`src/hw/tcp_defines.svh`:
```
// Purpose: Constants for the timer/counter/PWM unit
// Assumes: 100 MHz system clock
// Notes: Counts in cycles of the divided peripheral tick
`ifndef TCP_DEFINES_SVH
`define TCP_DEFINES_SVH
`define TCP_CNT_W 16
`define TCP_CNT_RESET 16'h0000
`define TCP_PERIOD_RESET 16'hffff
`define TCP_CMP_RESET 16'h8000
`define TCP_DIV_W 16
`define TCP_DEAD_W 8
`endif

```
`src/hw/tcp_pkg.sv`:
```
// Purpose: Types for the timer/counter/PWM unit
// Assumes: tcp_defines.svh included first
// Notes: Config and output groups travel as structs
`include "tcp_defines.svh"
package tcp_pkg;
    typedef enum logic [1:0] {
        TCP_PWM_HIGH,
        TCP_PWM_LOW
    } tcp_level_t;

    typedef struct packed {
        logic enable;
        logic one_shot;
        logic [`TCP_DIV_W-1:0] divider;
        logic [`TCP_CNT_W-1:0] period;
        logic [`TCP_CNT_W-1:0] compare;
        logic [`TCP_DEAD_W-1:0] dead_band;
        logic kill_true_level;
        logic kill_comp_level;
    } tcp_cfg_t;

    typedef struct packed {
        logic pwm_true_output;
        logic pwm_comp_output;
        logic match;
        logic wrap;
    } tcp_out_t;
endpackage : tcp_pkg

```
`src/hw/tcp_unit.sv`:
```
// Purpose: 16-bit timer/counter/PWM with capture, dead band and kill
// Assumes: Config inputs are static or from clk domain
// Notes: Pin inputs pass three flops; kill also acts combinationally
`timescale 1ns/1ps
`default_nettype none
`include "tcp_defines.svh"
module tcp_unit (
    // Clock and reset
    input wire logic clk,
    input wire logic rst,
    // Configuration
    input wire tcp_pkg::tcp_cfg_t cfg,
    // Pins
    input wire logic trigger_input_zero,
    input wire logic kill_in,
    // Results
    output logic [`TCP_CNT_W-1:0] count,
    output logic [`TCP_CNT_W-1:0] capture,
    output logic running,
    output tcp_pkg::tcp_out_t outs
);
    typedef struct packed {
        logic [2:0] trig_sync;
        logic [2:0] kill_sync;
        logic trig_level;
        logic kill_level;
        logic [`TCP_DIV_W-1:0] div_cnt;
        logic tick;
        logic [`TCP_CNT_W-1:0] cnt;
        logic [`TCP_CNT_W-1:0] cap;
        logic stopped;
        logic pwm_raw;
        logic [`TCP_DEAD_W-1:0] dead_cnt;
        logic true_q;
        logic comp_q;
        logic match;
        logic wrap;
    } tcp_state_t;

    tcp_state_t state_reg;
    tcp_state_t state_next;
    logic trig_rise;
    logic kill_now;

    // Edge taken only once 2nd and 3rd sync stages agree
    assign trig_rise = (state_reg.trig_sync[1] == state_reg.trig_sync[2]) &&
                       state_reg.trig_sync[2] && !state_reg.trig_level;
    // Direct path so kill bites before the next tick, no firmware involved
    assign kill_now = state_reg.kill_level || (state_reg.kill_sync[1] && state_reg.kill_sync[2]);

    always_comb begin
        state_next = state_reg;
        state_next.trig_sync = {state_reg.trig_sync[1:0], trigger_input_zero};
        state_next.kill_sync = {state_reg.kill_sync[1:0], kill_in};
        if (state_reg.trig_sync[1] == state_reg.trig_sync[2]) begin
            state_next.trig_level = state_reg.trig_sync[2];
        end
        if (state_reg.kill_sync[1] == state_reg.kill_sync[2]) begin
            state_next.kill_level = state_reg.kill_sync[2];
        end
        state_next.tick = 1'b0;
        state_next.match = 1'b0;
        state_next.wrap = 1'b0;
        // Dropping enable clears a one-shot stop but keeps the count
        if (!cfg.enable) begin
            state_next.div_cnt = '0;
            state_next.stopped = 1'b0;
        end else if (state_reg.div_cnt >= cfg.divider) begin
            state_next.div_cnt = '0;
            state_next.tick = 1'b1;
        end else begin
            state_next.div_cnt = state_reg.div_cnt + `TCP_DIV_W'(1);
        end
        if (trig_rise) begin
            state_next.cap = state_reg.cnt;
        end
        if (state_reg.tick && !state_reg.stopped) begin
            if (state_reg.cnt == cfg.period) begin
                state_next.wrap = 1'b1;
                if (cfg.one_shot) begin
                    state_next.stopped = 1'b1;
                end else begin
                    state_next.cnt = `TCP_CNT_RESET;
                end
            end else begin
                state_next.cnt = state_reg.cnt + `TCP_CNT_W'(1);
            end
            state_next.match = (state_reg.cnt == cfg.compare);
        end
        // High while count below compare
        state_next.pwm_raw = (state_reg.cnt < cfg.compare);
        // Dead band: both outputs low until delay expires after each edge
        if (state_reg.pwm_raw != state_next.pwm_raw) begin
            state_next.dead_cnt = cfg.dead_band;
            state_next.true_q = 1'b0;
            state_next.comp_q = 1'b0;
        end else if (state_reg.dead_cnt != '0) begin
            state_next.dead_cnt = state_reg.dead_cnt - `TCP_DEAD_W'(1);
        end else begin
            state_next.true_q = state_reg.pwm_raw;
            state_next.comp_q = !state_reg.pwm_raw;
        end
    end

    always_ff @(posedge clk) begin
        if (rst) begin
            state_reg <= '0;
            state_reg.cnt <= `TCP_CNT_RESET;
            state_reg.cap <= `TCP_CNT_RESET;
        end else begin
            state_reg <= state_next;
        end
    end

    always_comb begin
        outs.match = state_reg.match;
        outs.wrap = state_reg.wrap;
        if (kill_now) begin
            outs.pwm_true_output = cfg.kill_true_level;
            outs.pwm_comp_output = cfg.kill_comp_level;
        end else begin
            outs.pwm_true_output = state_reg.true_q;
            outs.pwm_comp_output = state_reg.comp_q;
        end
    end

    assign count = state_reg.cnt;
    assign capture = state_reg.cap;
    assign running = cfg.enable && !state_reg.stopped;

    property p_kill_out;
        @(posedge clk) disable iff (rst)
        (state_reg.kill_sync[2] && state_reg.kill_sync[1]) |->
            (outs.pwm_true_output == cfg.kill_true_level) && (outs.pwm_comp_output == cfg.kill_comp_level);
    endproperty
    a_kill_out: assert property (p_kill_out) else $error("kill did not force outputs");

    property p_kill_fast;
        @(posedge clk) disable iff (rst)
        $rose(kill_in) && !kill_now ##1 kill_in [*3] |-> kill_now;
    endproperty
    a_kill_fast: assert property (p_kill_fast) else $error("kill late");

    property p_capture;
        @(posedge clk) disable iff (rst)
        trig_rise |=> capture == $past(state_reg.cnt);
    endproperty
    a_capture: assert property (p_capture) else $error("capture wrong");

    property p_reload;
        @(posedge clk) disable iff (rst)
        state_reg.tick && !state_reg.stopped && cfg.enable && !cfg.one_shot && state_reg.cnt == cfg.period
            |=> count == `TCP_CNT_RESET;
    endproperty
    a_reload: assert property (p_reload) else $error("no reload at period");

    property p_stop;
        @(posedge clk) disable iff (rst)
        state_reg.tick && !state_reg.stopped && cfg.enable && cfg.one_shot && state_reg.cnt == cfg.period
            |=> state_reg.stopped && $stable(count);
    endproperty
    a_stop: assert property (p_stop) else $error("no stop at period");

    property p_count_step;
        @(posedge clk) disable iff (rst)
        state_reg.tick && !state_reg.stopped && state_reg.cnt != cfg.period
            |=> count == $past(state_reg.cnt) + `TCP_CNT_W'(1);
    endproperty
    a_count_step: assert property (p_count_step) else $error("count step wrong");

    property p_no_tick_hold;
        @(posedge clk) disable iff (rst)
        !state_reg.tick |=> $stable(count);
    endproperty
    a_no_tick_hold: assert property (p_no_tick_hold) else $error("count moved off tick");

    property p_duty;
        @(posedge clk) disable iff (rst)
        1'b1 |=> state_reg.pwm_raw == ($past(state_reg.cnt) < $past(cfg.compare));
    endproperty
    a_duty: assert property (p_duty) else $error("duty compare wrong");

    property p_no_overlap;
        @(posedge clk) disable iff (rst)
        !kill_now |-> !(outs.pwm_true_output && outs.pwm_comp_output);
    endproperty
    a_no_overlap: assert property (p_no_overlap) else $error("outputs overlap");

    // Both switch drives must drop in the very cycle the raw level flips
    property p_dead_gap;
        @(posedge clk) disable iff (rst)
        $changed(state_reg.pwm_raw) |-> !state_reg.true_q && !state_reg.comp_q;
    endproperty
    a_dead_gap: assert property (p_dead_gap) else $error("no dead band gap");

    property p_match_pulse;
        @(posedge clk) disable iff (rst)
        state_reg.tick && !state_reg.stopped && state_reg.cnt == cfg.compare |=> outs.match;
    endproperty
    a_match_pulse: assert property (p_match_pulse) else $error("match pulse missing");

    property p_wrap_pulse;
        @(posedge clk) disable iff (rst)
        state_reg.tick && !state_reg.stopped && state_reg.cnt == cfg.period |=> outs.wrap;
    endproperty
    a_wrap_pulse: assert property (p_wrap_pulse) else $error("wrap pulse missing");

    // Capture must only move on a filtered pin edge
    property p_capture_hold;
        @(posedge clk) disable iff (rst)
        !trig_rise |=> $stable(capture);
    endproperty
    a_capture_hold: assert property (p_capture_hold) else $error("capture moved without event");
endmodule // tcp_unit
`default_nettype wire

```
`config.mk`:
```
export PLATFORM = sky130hd
export DESIGN_NAME = tcp_unit
export DESIGN_NICKNAME = d
export VERILOG_FILES = /design/src/hw/tcp_pkg.sv /design/src/hw/tcp_unit.sv
export VERILOG_INCLUDE_DIRS = /design/src /design/src/hw
export SDC_FILE = /design/constraint.sdc
export NUM_CORES = 1
export LEC_CHECK = 0
export ABC_AREA = 1
export BUFFER_PORTS_ARGS = -buffer_cell sky130_fd_sc_hd__buf_2
export CORE_UTILIZATION = 45
export CTS_CLUSTER_SIZE = 24
export DETAILED_ROUTE_END_ITERATION = 16
export PLACE_DENSITY_LB_ADDON = 0.1
export SLEW_MARGIN = 20
export SYNTH_ARGS = -nofsm -noshare
export SYNTH_HDL_FRONTEND = slang
export SYNTH_SLANG_ARGS = --single-unit
```
`constraint.sdc`:
```
create_clock -name clk -period 2.7 [get_ports clk]
set_input_delay 0.405 -clock clk [delete_from_list [all_inputs] [get_ports clk]]
set_output_delay 0.405 -clock clk [all_outputs]
set_load 0.05 [all_outputs]
```
# [After elaboration in Yosys (flattened, before gate mapping)]
# Index checks and enable logic that the tools add are counted.
[op_classes] n_addsub=3 n_eq_ne=6 reduce_logical=16 magnitude_cmp=2 n_bitwise=2 muxes=12
[op_table] cell="$add 16x1->16 const B" count=2
[op_table] cell="$eq 16x16->1" count=2
[op_table] cell="$mux 16" count=2
[op_table] cell="$ge 16x16->1" count=1
[op_table] cell="$lt 16x16->1" count=1
[op_table] cell="$mux 10" count=1
[op_table] cell="$mux 8" count=1
[op_table] cell="$reduce_bool 8->1" count=1
[op_table] cell="$sub 8x1->8 const B" count=1
[op_table] cell="$mux 1" count=6
[op_table] cell="$reduce_or 2->1" count=3
[op_table] cell="$logic_and 1x1->1" count=5
[op_table] cell="$mux 2" count=2
[op_table] cell="$logic_not 1->1" count=3
[op_table] cell="$reduce_or 3->1" count=1
[op_table] cell="$eq 1x1->1" count=2
[op_table] cell="$ne 2x2->1 const B" count=1
[op_table] cell="$not 1->1" count=2
[op_table] cell="$reduce_and 2->1" count=1
[op_table] cell="$reduce_bool 2->1" count=1
[op_table] cell="$logic_or 1x1->1" count=1
[op_table] cell="$ne 1x1->1" count=1
[word_totals] in_bits=64 register_bits=71 wordCells=56

# [Depth between registers and ports, before layout]
[logic_depth] ltp_word=4 ltp_mapped=17

# [Worst setup path after synthesis]
# OpenSTA, ideal clock, no wires.
[synth_path] path_kind="input -> register" start="in cfg[21] (netlist bit)" end="reg state_reg[10] (netlist bit)" arrival_ns=1.660 n_path_buf=0 required_ns=2.584 setup_slack_ns=0.924 cell_stages=10 setup_ns=0.116 cell_sequence="inv_1 -> ha_1 -> a21oi_1 -> nand2_1 -> a21oi_1 -> nand3_1 -> nand2_2 -> inv_1 -> o21ai_0 -> nor2_1"
[synth_via] elab_chain_cells=3 elab_cells_between_ends=4 classes_between="1 x order compare; 1 x eq/ne; 1 x mux; 1 x reduce/logical"
[synth_rtl] element="start, declared" line_no="tcp_unit.sv:12" text="input wire tcp_pkg::tcp_cfg_t cfg,"
[synth_rtl] element="$lt 16x16->1 *" line_no="tcp_unit.sv:91" text="state_next.pwm_raw = (state_reg.cnt < cfg.compare);"
[synth_rtl] element="$ne 1x1->1 *" line_no="tcp_unit.sv:93" text="if (state_reg.pwm_raw != state_next.pwm_raw) begin"
[synth_rtl] element="$mux 10 / $reduce_bool 2->1 (equally long branches)"
[synth_rtl] element="end signal, assigned" line_no="tcp_unit.sv:111" text="state_reg <= state_next;"
[synth_rtl] element="end, declared" line_no="tcp_unit.sv:40" text="tcp_state_t state_reg;"
# Every way passes the cells marked *; elsewhere a longest branch is shown, timed or not.
# A chain may end at the register's enable or synchronous reset.

# [Worst setup path in the final report]
[layout_path] start="reg state_reg (netlist bit count[11])" end="reg state_reg[4] (netlist bit)"
[layout_via] elab_chain_cells=3 elab_cells_between_ends=4 classes_between="1 x order compare; 1 x eq/ne; 1 x mux; 1 x reduce/logical"
[layout_rtl] element="$lt 16x16->1 *" line_no="tcp_unit.sv:91"
[layout_rtl] element="$ne 1x1->1 *" line_no="tcp_unit.sv:93"
[layout_rtl] element="$mux 10 / $reduce_bool 2->1 (equally long branches)"
# Marked as above.

==> impl_metrics.csv <==
group,metric,value,unit
worst_setup_path,crit_required,2.99,ns
power,leakage,0.00254,uW
worst_setup_path,crit_fanout,10,
cells_and_area,nFillCells,967,
worst_setup_path,crit_buf_inv,1,
global_route,track_usage,20.4,%
clocking,cts_tree,"done",
cells_and_area,syn2layout_area_growth,13.6,%
place,placed_area,0.00481,mm2
synthesis,avgSynthCellArea,7.14,um2
synthesis,synth.most_common_cell,"nor2_1",
floorplanning,coreArea,0.00942,mm2
global_route,antenna_found_initial,0,
timing,skew,0.00988,ns
global_route,grt_max_degree,28,
clocking,clk_pin_slew_worst_paths,0.08,ns
synthesis,synth_top_cell_by_area,"dfxtp_1",
clocking,cts_buffer_depth,2,
clocking,htreeDepth,3,
worst_setup_path,cpMaxStageDelayCell,"dfxtp_1",
floorplanning,io_pins,101,
detailed_routing,viasPerCell,4.78,
global_route,grt_overflow_total,0,
synthesis,ys_warn_count,0,
worst_setup_path,critPathKind,"reg -> reg",
detailed_routing,ant_nets,0,
clocking,clk-insertion-delay-late,0.36,ns
worst_setup_path,cpLargestDelayFamily,"simple AND/OR/NAND/NOR gates",
global_route,grt_pass1_vias,3670,
timing,setup_viol,0,
clocking,cts_hold_buf,0,
cells_and_area,antenna_cells,0,
synthesis,synth_seq_cells,71,
worst_setup_path,path_cells,"ha_1 > a21oi_1 > nand2_1 > a21oi_1 > nand2_1 > nand2_1 > nand2_2 > inv_1 > o21ai_0 > nor2_1",
synthesis,ys_top_cells_by_count,"100 x nor2_1, 92 x nand2_1, 82 x inv_1, 71 x dfxtp_1, 47 x a21oi_1",
timing,rsz0062_at_grt,"false",
clocking,clkSinkCount,71,
cells_and_area,fin_nets,791,
worst_setup_path,cp_common_cell,"nand2_1",
synthesis,syn_nets,723,
synthesis,yosysSeqAreaShare,32.0,%
detailed_routing,vias,3937,
synthesis,synth_flop_cell,"dfxtp_1",
clocking,cts_root_buf,"clkbuf_8",
floorplanning,die-width,101,um
timing,period_needed,2.15,ns
global_route,grt_pass1_wl,16400,um
worst_setup_path,slowest_delay,0.50,ns
synthesis,synth_top_area_share,32.0,%
worst_setup_path,cp-end-kind,"flip-flop",
timing,fmax,466,MHz
power,power,2320,uW
synthesis,synth_edf_count,0,
detailed_routing,drc_errors,0,
worst_hold_path,hp-class,"in -> reg",
synthesis,async_flop_share,0,%
timing,setup_tns,0,ns
power,power_density,461,mW/mm2
place,globalplace.congestion,0.795,
worst_setup_path,crit_path_start_kind,"flip-flop",
synthesis,ys_types,32,
detailed_routing,drt_iter0_drc,150,
floorplanning,die_area,0.0103,mm2
cells_and_area,post-route-util,53.6,%
place,dp_hpwl,7730,um
clocking,cts_inserted_buffers,9,
timing,slew_headroom,52.9,%
timing,max_slew.worst_pin.slew,0.706,ns
flow_run,cap_violations,0,
clocking,post_cts_resized,0,
timing,drv_slew,0,
status,status,"complete, no violations",
floorplanning,fp.dieH,101,um
synthesis,syn-cell-area,0.00444,mm2
detailed_routing,wirelength,10100,um
clocking,post-cts-setup-buffer-count,0,
place,portBuffers,100,
synthesis,synth_area_leaders,"dfxtp_1 32%, ha_1 10%, nor2_1 8.5%",
cells_and_area,largest_reg_flops,33,
cells_and_area,fin_area,0.00504,mm2
timing,timing.hold.ws,0.250,ns
floorplanning,core.rowCount,35,
power,ir_worst_vdd,0.000357,V
cells_and_area,drive_above_1_share,19.9,%
worst_setup_path,cp.arrival,2.44,ns
detailed_routing,drt_pass1_iterations,4,
timing,period_share,79.5,%
floorplanning,start_util,47.1,%
detailed_routing,wl_per_cell,12.2,um
synthesis,syn_inst,622,
timing,finalHoldViolations,0,
==> cell usage in the layout (no fill, tap or decap), types with 2 or more instances in the layout <==
cell type,instances
bufinv_16,2
buf_2,100
nand3_1,31
mux2_2,2
nor2_1,100
nand4_1,6
dfxtp_1,71
inv_1,82
clkinvlp_4,2
a21oi_1,47
xnor2_1,11
clkbuf_8,11
nand2_2,4
inv_2,2
nor2_4,2
o21ai_0,32
nand2_1,92
xor2_1,30
buf_4,7
ha_1,37
nor3_1,13
==> cell type report <==
class                           instances  area [um2]  area share (%)
Clock buffer                           11         151            3.00
Clock inverter                          5        80.1            1.59
Inverter                               84         315            6.25
Multi-Input combinational cell        417        2360            46.8
Sequential cell                        71        1420            28.2
Tap cell                              129         161            3.20
Timing Repair Buffer                  107         553            11.0
==> power by group <==
group,internal (uW),total (uW),switching (uW)
sequential,1070,1090,16.7
clock,569,996,427
combinational,106,242,136
==> metrics by stage <==
| stage | std cells | setup slack, ns |
|---|---|---|
| final | 824 | 0.554 |
| after global routing | 824 | 0.292 |
| after CTS | 824 | 0.551 |
| after detailed placement | 808 | 0.531 |
| after global placement | 808 | 0.599 |
| after floorplan | 622 | 0.924 |
==> worst min-delay path, delay by kind of cell <==
family | cells | cell delay, ns
buf+inv | 2 | 0.10
simple gates | 1 | 0.06
==> layer usage <==
metal	global-route usage [%]	wire (um)
met2	33.9	4630
met4	8.70	163
met5	0	0
met1	25.7	4770
met3	4.49	516
==> logic make-up (layout without fill, tap and decap cells) <==
family | count (synthesis) | count (layout) | share of synthesized area, %
AND/OR/NAND/NOR | 255 | 255 | 24.7
AO/OA/AOI/OAI | 82 | 82 | 9.39
flip-flops | 71 | 71 | 32.0
adder cells (fa/ha/maj) | 37 | 37 | 10.4
XOR/XNOR | 41 | 41 | 8.09
multiplexers | 2 | 2 | 0.507
buffers and inverters | 134 | 207 | 14.8
==> path summary, 6_finish.rpt <==
path	startpoint	end	slack (ns)	cells after the start
setup / recovery	count[11]	state_reg[4]	0.55	10
hold / removal	kill_in	state_next[66]	0.25	3
hold reg to reg	state_next[69]	state_next[70]	0.41	2
setup reg to reg	count[11]	state_reg[4]	0.55	10
No activity file was read; power rests on OpenSTA's default activity.
